===== config.mk =====
export PLATFORM = sky130hd
export DESIGN_NAME = cwosc_top
export DESIGN_NICKNAME = d
export VERILOG_FILES = /design/src/hw/cwosc_pkg.sv /design/src/hw/cwosc_decode.sv /design/src/hw/cwosc_sync.sv /design/src/hw/cwosc_top.sv
export SDC_FILE = /design/constraint.sdc
export NUM_CORES = 1
export LEC_CHECK = 0
export CORE_ASPECT_RATIO = 1.75
export CORE_MARGIN = 2
export CORE_UTILIZATION = 42
export CTS_BUF_LIST = sky130_fd_sc_hd__clkbuf_4
export CTS_CLUSTER_SIZE = 24
export DETAILED_ROUTE_END_ITERATION = 10
export DONT_BUFFER_PORTS = 1
export PLACE_DENSITY = 0.62
export SYNTH_ARGS = -nofsm -noshare
export SYNTH_HDL_FRONTEND = slang
export SYNTH_SLANG_ARGS = --single-unit

===== constraint.sdc =====
create_clock -name core_clk_i -period 4.34 [get_ports core_clk_i]
set_input_delay 0.651 -clock core_clk_i [delete_from_list [all_inputs] [get_ports core_clk_i]]
set_output_delay 0.651 -clock core_clk_i [all_outputs]
set_load 0.01 [all_outputs]

===== src/hw/cwosc_pkg.sv =====
package cwosc_pkg;

    // ==========================================================
    // Configuration word layout
    // ==========================================================
    localparam int CFG_WIDTH = 12;
    localparam int OSC_SEL_LSB = 0;
    localparam int WDT_EN_BIT = 3;
    localparam int PGM_PROT_BIT = 4;
    localparam int UNIMP_LOW_BIT = 5;
    localparam int OSC_FREQ_BIT = 6;
    localparam int DATA_PROT_BIT = 7;
    localparam int BOR_EN_BIT = 8;
    localparam int RST_TMR_EN_BIT = 9;
    localparam int UNIMP_HIGH_LSB = 10;
    localparam logic [11:0] CFG_UNIMP_MASK = 12'hC20;
    localparam logic [11:0] CFG_ERASED_VALUE = 12'hFFF;

    // ==========================================================
    // Oscillator select codes
    // ==========================================================
    localparam logic [2:0] OSC_LP = 3'h0;
    localparam logic [2:0] OSC_XT = 3'h1;
    localparam logic [2:0] OSC_HS = 3'h2;
    localparam logic [2:0] OSC_EC = 3'h3;
    localparam logic [2:0] OSC_INTERNAL_RC_MODE_IO = 3'h4;
    localparam logic [2:0] OSC_INTERNAL_RC_MODE_CLK = 3'h5;
    localparam logic [2:0] OSC_EXTERNAL_RC_MODE_IO = 3'h6;
    localparam logic [2:0] OSC_EXTERNAL_RC_MODE_CLK = 3'h7;

    typedef enum logic [2:0]
    {
        CWOSC_MODE_LP_XTAL = 3'h0,
        CWOSC_MODE_STD_XTAL = 3'h1,
        CWOSC_MODE_HS_XTAL = 3'h2,
        CWOSC_MODE_EXT_CLK = 3'h3,
        CWOSC_MODE_INT_RC = 3'h4,
        CWOSC_MODE_EXT_RC = 3'h5
    } cwosc_mode_t;

    // ==========================================================
    // Timing
    // ==========================================================
    localparam longint CLK_HZ = 20_000_000;
    localparam longint LONG_DELAY_US = 18_000;
    localparam longint SHORT_DELAY_US = 10;
    localparam longint LONG_DELAY_CYC = (LONG_DELAY_US * CLK_HZ + 999_999) / 1_000_000;
    localparam longint SHORT_DELAY_CYC = (SHORT_DELAY_US * CLK_HZ + 999_999) / 1_000_000;

    // ==========================================================
    // AXI4-Lite register map
    // ==========================================================
    localparam logic [3:0] REG_CONFIG_WORD = 4'h0;
    localparam logic [3:0] REG_CONTROL = 4'h4;
    localparam logic [3:0] REG_STATUS = 4'h8;
    localparam int CTRL_SLEEP_BIT = 0;
    localparam logic [1:0] RESP_OKAY = 2'b00;
    localparam logic [1:0] RESP_SLVERR = 2'b10;

endpackage : cwosc_pkg


===== src/hw/cwosc_decode.sv =====
`timescale 1ns/100ps

module cwosc_decode
    import cwosc_pkg::*;
(
    // Raw word
    input wire logic [11:0] cfg_raw_i,
    // Decoded fields
    output logic [11:0] cfg_read_o,
    output cwosc_mode_t mode_o,
    output logic osc_pin_clkout_o,
    output logic long_delay_o,
    output logic wdt_en_o,
    output logic bor_en_o,
    output logic data_prot_o,
    output logic pgm_prot_o,
    output logic freq_8mhz_o
);

    logic [2:0] sel;

    // ==========================================================
    // Field decode
    // ==========================================================
    always_comb
    begin
        sel = cfg_raw_i[OSC_SEL_LSB +: 3];
        cfg_read_o = cfg_raw_i | CFG_UNIMP_MASK;
        wdt_en_o = cfg_raw_i[WDT_EN_BIT];
        bor_en_o = cfg_raw_i[BOR_EN_BIT];
        data_prot_o = ~cfg_raw_i[DATA_PROT_BIT];
        pgm_prot_o = ~cfg_raw_i[PGM_PROT_BIT];
        freq_8mhz_o = cfg_raw_i[OSC_FREQ_BIT];
        osc_pin_clkout_o = 1'b0;
        long_delay_o = cfg_raw_i[RST_TMR_EN_BIT];
        case (sel)
            OSC_LP, OSC_XT, OSC_HS:
            begin
                mode_o = cwosc_mode_t'(sel);
                long_delay_o = 1'b1;
            end
            OSC_EC:
            begin
                mode_o = CWOSC_MODE_EXT_CLK;
            end
            OSC_INTERNAL_RC_MODE_IO, OSC_INTERNAL_RC_MODE_CLK:
            begin
                mode_o = CWOSC_MODE_INT_RC;
                osc_pin_clkout_o = (sel == OSC_INTERNAL_RC_MODE_CLK);
            end
            OSC_EXTERNAL_RC_MODE_IO, OSC_EXTERNAL_RC_MODE_CLK:
            begin
                mode_o = CWOSC_MODE_EXT_RC;
                osc_pin_clkout_o = (sel == OSC_EXTERNAL_RC_MODE_CLK);
            end
            default:
            begin
                mode_o = CWOSC_MODE_EXT_CLK;
            end
        endcase
    end

endmodule : cwosc_decode


===== src/hw/cwosc_sync.sv =====
`timescale 1ns/100ps

module cwosc_sync
(
    // Clock and reset
    input wire logic core_clk_i,
    input wire logic rst_n_i,
    // Reset copy
    output logic rst_n_o
);

    logic [1:0] stages;

    // Asynchronous assert, two-flop release
    always_ff @(posedge core_clk_i or negedge rst_n_i)
    begin
        if (!rst_n_i)
        begin
            stages <= 2'b00;
        end
        else
        begin
            stages <= {stages[0], 1'b1};
        end
    end

    assign rst_n_o = stages[1];

endmodule : cwosc_sync


===== src/hw/cwosc_top.sv =====
// Overview of operation
// - Watchdog is switched off only by its fuse; software cannot disable it.
// - Crystal modes always apply the 18 ms reset-timer delay, ignoring its fuse.
// - Clock, internal RC and external RC modes use 10 us, or 18 ms if fused.
// - Sleep ends on an input-pin change, or on a watchdog time-out while the watchdog is enabled.
// - Word is 12 bits; bits 11-10 and 5 read back as one.
// - Bit 9 set enables the 18 ms reset timer; clear disables it.
// - Bit 8 set enables brown-out reset; clear disables it.
// - Bit 7 clear protects data memory; set leaves it unprotected.
// - Bit 6 set selects 8 MHz internal oscillator; clear selects 4 MHz.
// - Bit 3 set enables the watchdog; clear disables it.
// - Codes 000, 001, 010 select crystal modes, each forcing 18 ms delay.
// - Code 011 selects external clock; secondary pin is I/O, short start-up.
// - Codes 100/101 internal RC; pin I/O or clock output; short start-up.
// - Codes 110/111 external RC; pin I/O or clock output; short start-up.
// - Reset timer counts only once master clear is high, then releases reset.
//
// Added by the designer: the AXI4-Lite register port and the address map.
`timescale 1ns/100ps

module cwosc_top
    import cwosc_pkg::*;
#(
    parameter longint LONG_CYCLES = LONG_DELAY_CYC
)
(
    // Clock and reset
    input wire logic core_clk_i,
    input wire logic rst_n_i,
    // Nonvolatile word and pins
    input wire logic [11:0] cfg_word_i,
    input wire logic master_clear_input_i,
    input wire logic pin_change_i,
    input wire logic watchdog_timeout_i,
    // AXI4-Lite write address
    input wire logic [3:0] s_axi_awaddr_i,
    input wire logic s_axi_awvalid_i,
    output logic s_axi_awready_o,
    // AXI4-Lite write data
    input wire logic [31:0] s_axi_wdata_i,
    input wire logic [3:0] s_axi_wstrb_i,
    input wire logic s_axi_wvalid_i,
    output logic s_axi_wready_o,
    // AXI4-Lite write response
    output logic [1:0] s_axi_bresp_o,
    output logic s_axi_bvalid_o,
    input wire logic s_axi_bready_i,
    // AXI4-Lite read address
    input wire logic [3:0] s_axi_araddr_i,
    input wire logic s_axi_arvalid_i,
    output logic s_axi_arready_o,
    // AXI4-Lite read data
    output logic [31:0] s_axi_rdata_o,
    output logic [1:0] s_axi_rresp_o,
    output logic s_axi_rvalid_o,
    input wire logic s_axi_rready_i,
    // Device-wide settings
    output cwosc_mode_t osc_mode_o,
    output logic secondary_pin_clkout_o,
    output logic internal_osc_8mhz_o,
    output logic watchdog_enable_o,
    output logic brownout_enable_o,
    output logic data_memory_protect_o,
    output logic program_memory_protect_o,
    output logic chip_reset_o,
    output logic sleeping_o
);

    // Timer counter is 24 bits; longer delays need a wider count
    localparam longint MAX_CYCLES = 64'h0000_0000_00FF_FFFF;

    // ==========================================================
    // Parameter check
    // ==========================================================
    if (LONG_CYCLES < SHORT_DELAY_CYC || LONG_CYCLES > MAX_CYCLES)
    begin : g_bad_long
        $error("LONG_CYCLES out of range");
    end

    typedef enum logic [2:0]
    {
        CWOSC_WAIT_MASTER_CLEAR_INPUT = 3'b001,
        CWOSC_COUNT = 3'b010,
        CWOSC_RUN = 3'b100
    } cwosc_rst_t;

    typedef struct packed
    {
        cwosc_rst_t rst_state;
        logic [23:0] count;
        logic long_sel;
        logic [11:0] cfg;
        logic sleep;
        logic aw_held;
        logic [3:0] aw_addr;
        logic w_held;
        logic [31:0] w_data;
        logic [3:0] w_strb;
        logic bvalid;
        logic [1:0] bresp;
        logic rvalid;
        logic [31:0] rdata;
        logic [1:0] rresp;
        cwosc_mode_t mode;
        logic clkout;
        logic freq8;
        logic wdt;
        logic bor;
        logic dprot;
        logic pprot;
        logic awready;
        logic wready;
        logic arready;
        logic chip_rst;
    } cwosc_state_t;

    logic rst_n_sync;
    logic [11:0] cfg_read;
    cwosc_mode_t dec_mode;
    logic dec_clkout;
    logic dec_long;
    logic dec_wdt;
    logic dec_bor;
    logic dec_dprot;
    logic dec_pprot;
    logic dec_freq8;
    cwosc_state_t state;
    cwosc_state_t next_state;
    logic do_write;
    logic wdt_wake;
    logic wake_event;
    logic timer_done;

    function automatic logic [31:0] read_mux(input logic [3:0] addr, input cwosc_state_t s);
        logic [31:0] value;
        value = 32'h0000_0000;
        case (addr)
            REG_CONFIG_WORD: value = {20'h0_0000, s.cfg};
            REG_CONTROL: value = {31'h0000_0000, s.sleep};
            REG_STATUS: value = {26'h000_0000, s.mode, s.rst_state};
            default: value = 32'h0000_0000;
        endcase
        return value;
    endfunction : read_mux

    function automatic logic addr_mapped(input logic [3:0] addr);
        return addr == REG_CONFIG_WORD || addr == REG_CONTROL || addr == REG_STATUS;
    endfunction : addr_mapped

    cwosc_sync u_sync
    (
        .core_clk_i(core_clk_i),
        .rst_n_i(rst_n_i),
        .rst_n_o(rst_n_sync)
    );

    cwosc_decode u_decode
    (
        .cfg_raw_i(cfg_word_i),
        .cfg_read_o(cfg_read),
        .mode_o(dec_mode),
        .osc_pin_clkout_o(dec_clkout),
        .long_delay_o(dec_long),
        .wdt_en_o(dec_wdt),
        .bor_en_o(dec_bor),
        .data_prot_o(dec_dprot),
        .pgm_prot_o(dec_pprot),
        .freq_8mhz_o(dec_freq8)
    );

    // ==========================================================
    // Wake and timer events
    // ==========================================================
    always_comb
    begin
        // The watchdog count runs outside; only its time-out arrives here
        wdt_wake = state.wdt && watchdog_timeout_i;
        wake_event = pin_change_i || wdt_wake;
        if (state.long_sel)
        begin
            timer_done = state.count == 24'(LONG_CYCLES - 1);
        end
        else
        begin
            timer_done = state.count == 24'(SHORT_DELAY_CYC - 1);
        end
    end

    // ==========================================================
    // Next-state logic
    // ==========================================================
    always_comb
    begin
        next_state = state;
        do_write = 1'b0;

        // Fuses are sampled while held in reset; they cannot change mid-run
        if (state.rst_state != CWOSC_RUN)
        begin
            next_state.cfg = cfg_read;
            next_state.long_sel = dec_long;
            next_state.mode = dec_mode;
            next_state.clkout = dec_clkout;
            next_state.freq8 = dec_freq8;
            next_state.wdt = dec_wdt;
            next_state.bor = dec_bor;
            next_state.dprot = dec_dprot;
            next_state.pprot = dec_pprot;
        end

        case (state.rst_state)
            CWOSC_WAIT_MASTER_CLEAR_INPUT:
            begin
                next_state.count = 24'h00_0000;
                if (master_clear_input_i)
                begin
                    next_state.rst_state = CWOSC_COUNT;
                end
            end
            CWOSC_COUNT:
            begin
                next_state.count = state.count + 24'h00_0001;
                if (!master_clear_input_i)
                begin
                    next_state.rst_state = CWOSC_WAIT_MASTER_CLEAR_INPUT;
                end
                else if (timer_done)
                begin
                    next_state.rst_state = CWOSC_RUN;
                end
            end
            CWOSC_RUN:
            begin
                if (!master_clear_input_i)
                begin
                    next_state.rst_state = CWOSC_WAIT_MASTER_CLEAR_INPUT;
                    next_state.sleep = 1'b0;
                end
            end
            default:
            begin
                next_state.rst_state = CWOSC_WAIT_MASTER_CLEAR_INPUT;
            end
        endcase

        // Wake event beats a same-cycle sleep request
        if (state.sleep && wake_event)
        begin
            next_state.sleep = 1'b0;
        end

        // AXI write channel, address and data taken in either order
        if (s_axi_awvalid_i && !state.aw_held && !state.bvalid)
        begin
            next_state.aw_held = 1'b1;
            next_state.aw_addr = s_axi_awaddr_i;
        end
        if (s_axi_wvalid_i && !state.w_held && !state.bvalid)
        begin
            next_state.w_held = 1'b1;
            next_state.w_data = s_axi_wdata_i;
            next_state.w_strb = s_axi_wstrb_i;
        end
        if (state.aw_held && state.w_held && !state.bvalid)
        begin
            do_write = 1'b1;
            next_state.aw_held = 1'b0;
            next_state.w_held = 1'b0;
            next_state.bvalid = 1'b1;
            next_state.bresp = addr_mapped(state.aw_addr) ? RESP_OKAY : RESP_SLVERR;
        end

        // Only the sleep request is writable; the word itself is read-only.
        // A wake in the same cycle cancels the request so no wake is lost.
        if (do_write && state.aw_addr == REG_CONTROL && state.w_strb[0] && state.rst_state == CWOSC_RUN
            && state.w_data[CTRL_SLEEP_BIT] && master_clear_input_i && !wake_event)
        begin
            next_state.sleep = 1'b1;
        end
        if (state.bvalid && s_axi_bready_i)
        begin
            next_state.bvalid = 1'b0;
        end

        // AXI read channel
        if (s_axi_arvalid_i && !state.rvalid)
        begin
            next_state.rvalid = 1'b1;
            next_state.rdata = read_mux(s_axi_araddr_i, state);
            next_state.rresp = addr_mapped(s_axi_araddr_i) ? RESP_OKAY : RESP_SLVERR;
        end
        else if (state.rvalid && s_axi_rready_i)
        begin
            next_state.rvalid = 1'b0;
        end

        // Readies and reset flag leave flops; next values keep their old timing
        next_state.awready = !next_state.aw_held && !next_state.bvalid;
        next_state.wready = !next_state.w_held && !next_state.bvalid;
        next_state.arready = !next_state.rvalid;
        next_state.chip_rst = next_state.rst_state != CWOSC_RUN;
    end

    // ==========================================================
    // State register
    // ==========================================================
    always_ff @(posedge core_clk_i or negedge rst_n_sync)
    begin
        if (!rst_n_sync)
        begin
            state <= '{rst_state: CWOSC_WAIT_MASTER_CLEAR_INPUT, count: 24'h00_0000, long_sel: 1'b1,
                       cfg: CFG_ERASED_VALUE, mode: CWOSC_MODE_EXT_RC, clkout: 1'b0,
                       freq8: 1'b0, wdt: 1'b1, bor: 1'b1, dprot: 1'b0, pprot: 1'b0,
                       awready: 1'b1, wready: 1'b1, arready: 1'b1, chip_rst: 1'b1,
                       default: '0};
        end
        else
        begin
            state <= next_state;
        end
    end

    // ==========================================================
    // Outputs
    // ==========================================================
    assign s_axi_awready_o = state.awready;
    assign s_axi_wready_o = state.wready;
    assign s_axi_bvalid_o = state.bvalid;
    assign s_axi_bresp_o = state.bresp;
    assign s_axi_arready_o = state.arready;
    assign s_axi_rvalid_o = state.rvalid;
    assign s_axi_rdata_o = state.rdata;
    assign s_axi_rresp_o = state.rresp;
    assign osc_mode_o = state.mode;
    assign secondary_pin_clkout_o = state.clkout;
    assign internal_osc_8mhz_o = state.freq8;
    assign watchdog_enable_o = state.wdt;
    assign brownout_enable_o = state.bor;
    assign data_memory_protect_o = state.dprot;
    assign program_memory_protect_o = state.pprot;
    assign chip_reset_o = state.chip_rst;
    assign sleeping_o = state.sleep;

endmodule : cwosc_top


==> run metrics, run 1 <==
status=complete, no violations; final setup violation count=0; initial core utilization=0.429; area overhead of the layout relative to synthesis=2.22%; synthesized area per cell=9.90 um2; Clock Sinks=74; most frequent cell after synthesis=nand2_1; fin cells=480; period utilization=0.488; Core Util, Final=0.439; drt total wl=7.48 mm; clk slew on worst S/H paths=~0.12 ns; Die Wd=75.2 um; crit-path cells=inv_1 -> and3_1 -> a31oi_1 -> a2111oi_0; sequential-to-total area share from yosys stat=0.503; worst reg-to-reg setup slack=around 2.2 ns; Leakage=1.77 nW; post-place setup slack=2.23 ns; clk buf depth=2; Comb power frac=0.120; DP Cell Count=463; Final Slew Violations=0; post-route ant nets=0; CP startpoint kind=flop; largest area contributor in the netlist=dfrtp_1; DRC=0; post-synthesis register bit count=74; vias in the first global route=2448; worst setup path start=state[132]; Async SR Flop Fraction=1.00; Final Critical Period=2.12 ns; synth top area cells=dfrtp_1, dfstp_2, buf_4, nand2_1, mux2i_1; worst r2r dst=sleeping_o; post-CTS resize count=0; post-place instance area=3600 um2; DIE HEIGHT=between 100 and 150 um; share of cells above drive strength 1=0.127; Buffers on Ports=0; VDD IR max=0.172 mV; worst r2r src=state[132]; Pre-antenna DRT Iters=4; Max stage delay on crit path=approximately 0.7 ns; Crit path max-delay family=simple AND/OR/NAND/NOR gates; RSZ-0062 raised after global routing=false; Critical Path RT=4.64 ns; fillers=approximately 850; CTS tree=yes; Int Power=approximately 1.2 mW; EDFF count, synth=0; Synth Instances=between 300 and 400; H-tree level count=3; synth cell count leaders=nand2_1, dfrtp_1, buf_4, mux2i_1, dfstp_2; Iter 0 DRT Violations=149; setup tns final=0 ns; post-route cell area=between 3000 and 4000 um2; DP HPWL=5.39 mm; CTS Buf Count=9; slowest CP cell=and3_1; WL/cell=15.6 um; Switching Share=0.289; I/O Pins=118; RePlAce Congestion=0.864; Min Hold Slack=0.119 ns; sequential fraction of design power=0.536; largest net degree at the start of global routing=65; Buf/Inv on CP=1; Relative slew margins=0.461; antenna fix cells=0; Main synth FF type=dfrtp_1; max cap viols=0; core area=8670 um2; switching pwr=472 uW; first-pass GRT wire length=roughly 12 mm; Total GRT Usage=0.158; antenna violations before repair=0; total gr overflow=0; Final Hold Viols=0; Worst Setup Slack, final=2.22 ns; library cells used by synthesis=51; YS warnings=0; fin nets=approximately 430; Slew @ Worst Pin=0.808 ns; Worst Path Max Fanout=21; via count=2567; Power Density=429 nW/um2; worst hold-check path type=reg -> async; worst reg2reg path depth=4; clock skew=about 0.016 ns; worst skew pair latency=0.44 ns; WP data arrival=2.42 ns; Clock Power Share=0.344; die area=9660 um2; row cnt=45; mapped cell area=3720 um2; DR vias/cell=5.35; top cell type's share of synthesized area=0.383; Worst Setup Path Type=reg -> reg; Max Clk Rate=472 MHz; CTS root buffer=clkbuf_4; overall power=1.63 mW; Worst Setup End Kind=flop
## power by group through the flow
stage / Combinational, mW / Sequential [mW] / Clock (mW)
after floorplan: 0.214 / 0.860 / 0
after global placement: 0.191 / 0.884 / 0
after detailed placement: 0.197 / 0.889 / 0
after CTS: 0.199 / 0.876 / 0.573
after global routing: 0.224 / 0.890 / 0.603
final: 0.196 / 0.875 / 0.562
## final cells by class
type                            instances  area [um2]  area share
Clock buffer                            9        67.6      0.0178
Clock inverter                          7         124      0.0326
Inverter                               10        37.5     0.00987
Multi-Input combinational cell        261        1540       0.404
Sequential cell                        74        1870       0.493
Tap cell                              117         146      0.0385
Timing Repair Buffer                    2        17.5     0.00460
## sequential cells by signal, summed over array words and instances (netlist names), 2 cells and up
| signal | flops |
|---|---|
| state | 45 |
| u_sync.stages | 2 |
| s_axi_rdata_o | 11 |
| osc_mode_o | 3 |
## cell usage in the layout (no fill, tap or decap), types with 2 or more instances in the layout
cell,Yosys,routed
bufinv_16,0,3
a21oi_1,11,11
or3_1,2,2
o21ai_0,13,13
nand3b_1,2,2
a31oi_1,3,3
nor4_1,4,4
nand2b_1,2,2
a21o_1,2,2
and3_1,5,5
and4_1,4,4
o22ai_1,2,2
mux2_2,6,6
dfstp_2,17,17
o31ai_1,5,5
a211oi_1,2,2
dfrtp_1,57,56
mux2i_1,22,22
nor2_1,15,15
nand4_1,8,8
o21a_1,3,3
nor3_1,5,5
a22o_1,5,5
a22oi_1,2,2
o41ai_1,3,3
nor3b_1,2,2
nand3_1,15,15
inv_1,10,10
clkbuf_4,0,9
nor2b_1,5,5
conb_1,2,23
inv_6,0,2
nand2_1,72,72
## cell families after synthesis
| family | count (synthesis) | synth area share |
|---|---|---|
| and+or+nand+nor | 152 | 0.206 |
| DFF | 74 | 0.503 |
| buffers and inverters | 62 | 0.105 |
| AOI/OAI and AO/OA | 57 | 0.104 |
| muxes | 28 | 0.0773 |
| other | 2 | 0.00202 |
| adders and majority gates | 1 | 0.00336 |
## worst max path at each step
| stage | slack, ns | end | depth (start not counted) |
|---|---|---|---|
| global route | 1.94 | sleeping_o | 4 |
| detailed placement | 2.23 | sleeping_o | 4 |
| floorplan | 2.16 | data_memory_protect_o | 0 |
| global placement | 2.32 | sleeping_o | 4 |
| finish | 2.22 | sleeping_o | 4 |
| CTS | 2.19 | sleeping_o | 4 |
## repair_timing
action / CTS / global route
buffers inserted: 0 / 0
hold buffers: 1 / 0
hold endpoints to repair: 2 / 0
## per-layer routing
layer,wire length (um),vias up,GRT usage
met5,0,-,0
met4,191,0,0.0826
met2,4040,83,0.280
met3,389,17,0.0470
met1,2860,1249,0.163
li1,-,1218,-
No activity file was read; power rests on OpenSTA's default activity.
==> run 2: changes to the inputs <==
- clock period: 4.34 -> 2.1 ns (I/O delays scaled with it)
==> run 2 against run 1 <==
Compared with the run above:
- flip-flop and latch count stayed put
- final area is 5.0% higher
- combinational power is 150% higher
- critical path depth stayed put
- final cell count is 6.0% higher
- setup slack worse by 2.1 ns
- via count is 4.3% higher
- sequential power is 100% higher
==> run metrics, run 2 (same netlist as run 1, synthesis figures left out) <==
Final Critical Period=1.95 ns (-0.169 ns); met1 Use GR=0.174 (+0.0105); worst skew pair latency=0.43 ns (about the same); Clock Sinks=74 (unchanged); DP HPWL=5.37 mm (-0.33%); Final Hold Viols=0 (unchanged); Reg with most FFs=state; share of cells above drive strength 1=0.141 (+0.0139); DRC=0 (unchanged); WL/cell=15.2 um (-2.4%); post-place setup slack=0.197 ns (-2.03 ns); Die Wd=75.2 um (unchanged); fin nets=453 (+6.6%); post-route cell area=4000 um2 (+5.0%); Power Density=756 nW/um2 (+76%); WP data arrival=2.23 ns (-0.19 ns); initial core utilization=0.429 (unchanged); Min Hold Slack=0.0124 ns (-0.107 ns); Worst Path Max Fanout=5 (-76%); CTS tree=yes; fillers=851 (unchanged); vias in the first global route=2627 (+7.3%); final setup violation count=0 (unchanged); Final Slew Violations=0 (unchanged); total gr overflow=0 (unchanged); Max Clk Rate=513 MHz (+8.6%); Buffers on Ports=0 (unchanged); clk buf depth=2 (unchanged); gr busiest metal=met2; Setup Buffers After CTS=0 (unchanged); antenna violations before repair=1 (+1); Worst Setup Slack, final=0.150 ns (-2.07 ns); Iter 0 DRT Violations=150 (+0.67%); area overhead of the layout relative to synthesis=7.33%; clk slew on worst S/H paths=0.12 ns (about the same); Worst Setup Path Type=reg -> reg; Reg area=1870 um2 (unchanged); row cnt=45 (unchanged); clock skew=0.0177 ns (+0.00182 ns); RSZ-0062 raised after global routing=false; status=complete, no violations; CTS root buffer=clkbuf_4; DIE HEIGHT=129 um (unchanged); max cap viols=0 (unchanged); post-CTS resize count=0 (unchanged); RePlAce Congestion=0.821 (-5.0%); Multi-input gate area=1540 um2 (unchanged); max reg flops=45 (unchanged); leading cell type in the layout, fill and taps excluded=nand2_1; Leakage=1.87 nW (+5.6%); first-pass GRT wire length=12.2 mm (+5.6%); setup tns final=0 ns (unchanged); Total GRT Usage=0.165 (+0.00660); largest net degree at the start of global routing=73 (+12%); met3 Track Usage GR=0.0478 (+0.000783); DP Cell Count=473 (+2.2%); post-route ant nets=0 (unchanged); Critical Path RT=2.38 ns (-2.26 ns); drt total wl=7.74 mm (+3.5%); fin cells=509 (+6.0%); overall power=3.02 mW (+85%); CTS Buf Count=9 (unchanged); most frequent cells in the layout=nand2_1, dfrtp_1, conb_1; VDD IR max=0.268 mV (+56%); worst hold-check path type=in -> reg; met2 Usage GRT=0.292 (+0.0119); die area=9660 um2 (unchanged); Slew @ Worst Pin=0.560 ns (-0.248 ns); Relative slew margins=0.624 (+0.162); Worst Setup End Kind=flop; H-tree level count=3 (unchanged); I/O Pins=118 (unchanged); hold_buf cts=17 (+16); Core Util, Final=0.461 (+0.0219); via count=2677 (+4.3%); CP startpoint kind=flop; Pre-antenna DRT Iters=4 (unchanged); post-place instance area=3690 um2 (+2.4%); core area=8670 um2 (unchanged); period utilization=0.929 (+0.440); DR vias/cell=5.26 (-1.7%)
-- run 2: final cells by class --
class,count,share of cell area
Clock buffer,12,0.0225
Sequential cell,74,0.469
Tap cell,117,0.0366
Timing Repair Buffer,30,0.0714
Antenna cell,1,0.000626
Inverter,10,0.00940
Multi-Input combinational cell,261,0.385
Clock inverter,4,0.00532
-- run 2: worst max-delay path, stage by stage (launching register included) --
cell and delay [ns]:
dfrtp_1 0.45, or4_1 0.53, a21o_1 0.18, a2111oi_2 0.49
o22ai_1 0.16
-- run 2: worst paths after layout --
check	start	endpoint	slack (ns)	cells past startpoint
min reg2reg	u_sync.stages[1]	state[116]	0.27	1
max	state[115]	state[132]	0.15	4
max in group asynchronous	u_sync.stages[1]	state[101]	1.44	1
max reg2reg	state[115]	state[132]	0.15	4
min in group asynchronous	rst_n_i	u_sync.stages[0]	0.11	1
min	cfg_word_i[0]	secondary_pin_clkout_o	0.01	2
-- run 2: power by group --
part	internal [mW]	total, mW	switching (mW)	leakage (nW)
sequential	1.62	1.79	0.168	0.930
clock	0.276	0.751	0.474	0.0648
combinational	0.218	0.481	0.263	0.874
-- run 2: routing by layer --
metal  up-vias  part of all wire
met5         -                 0
met4         0             0.025
met3        13             0.041
met2        66              0.55
met1      1313              0.38
li1       1285                 -
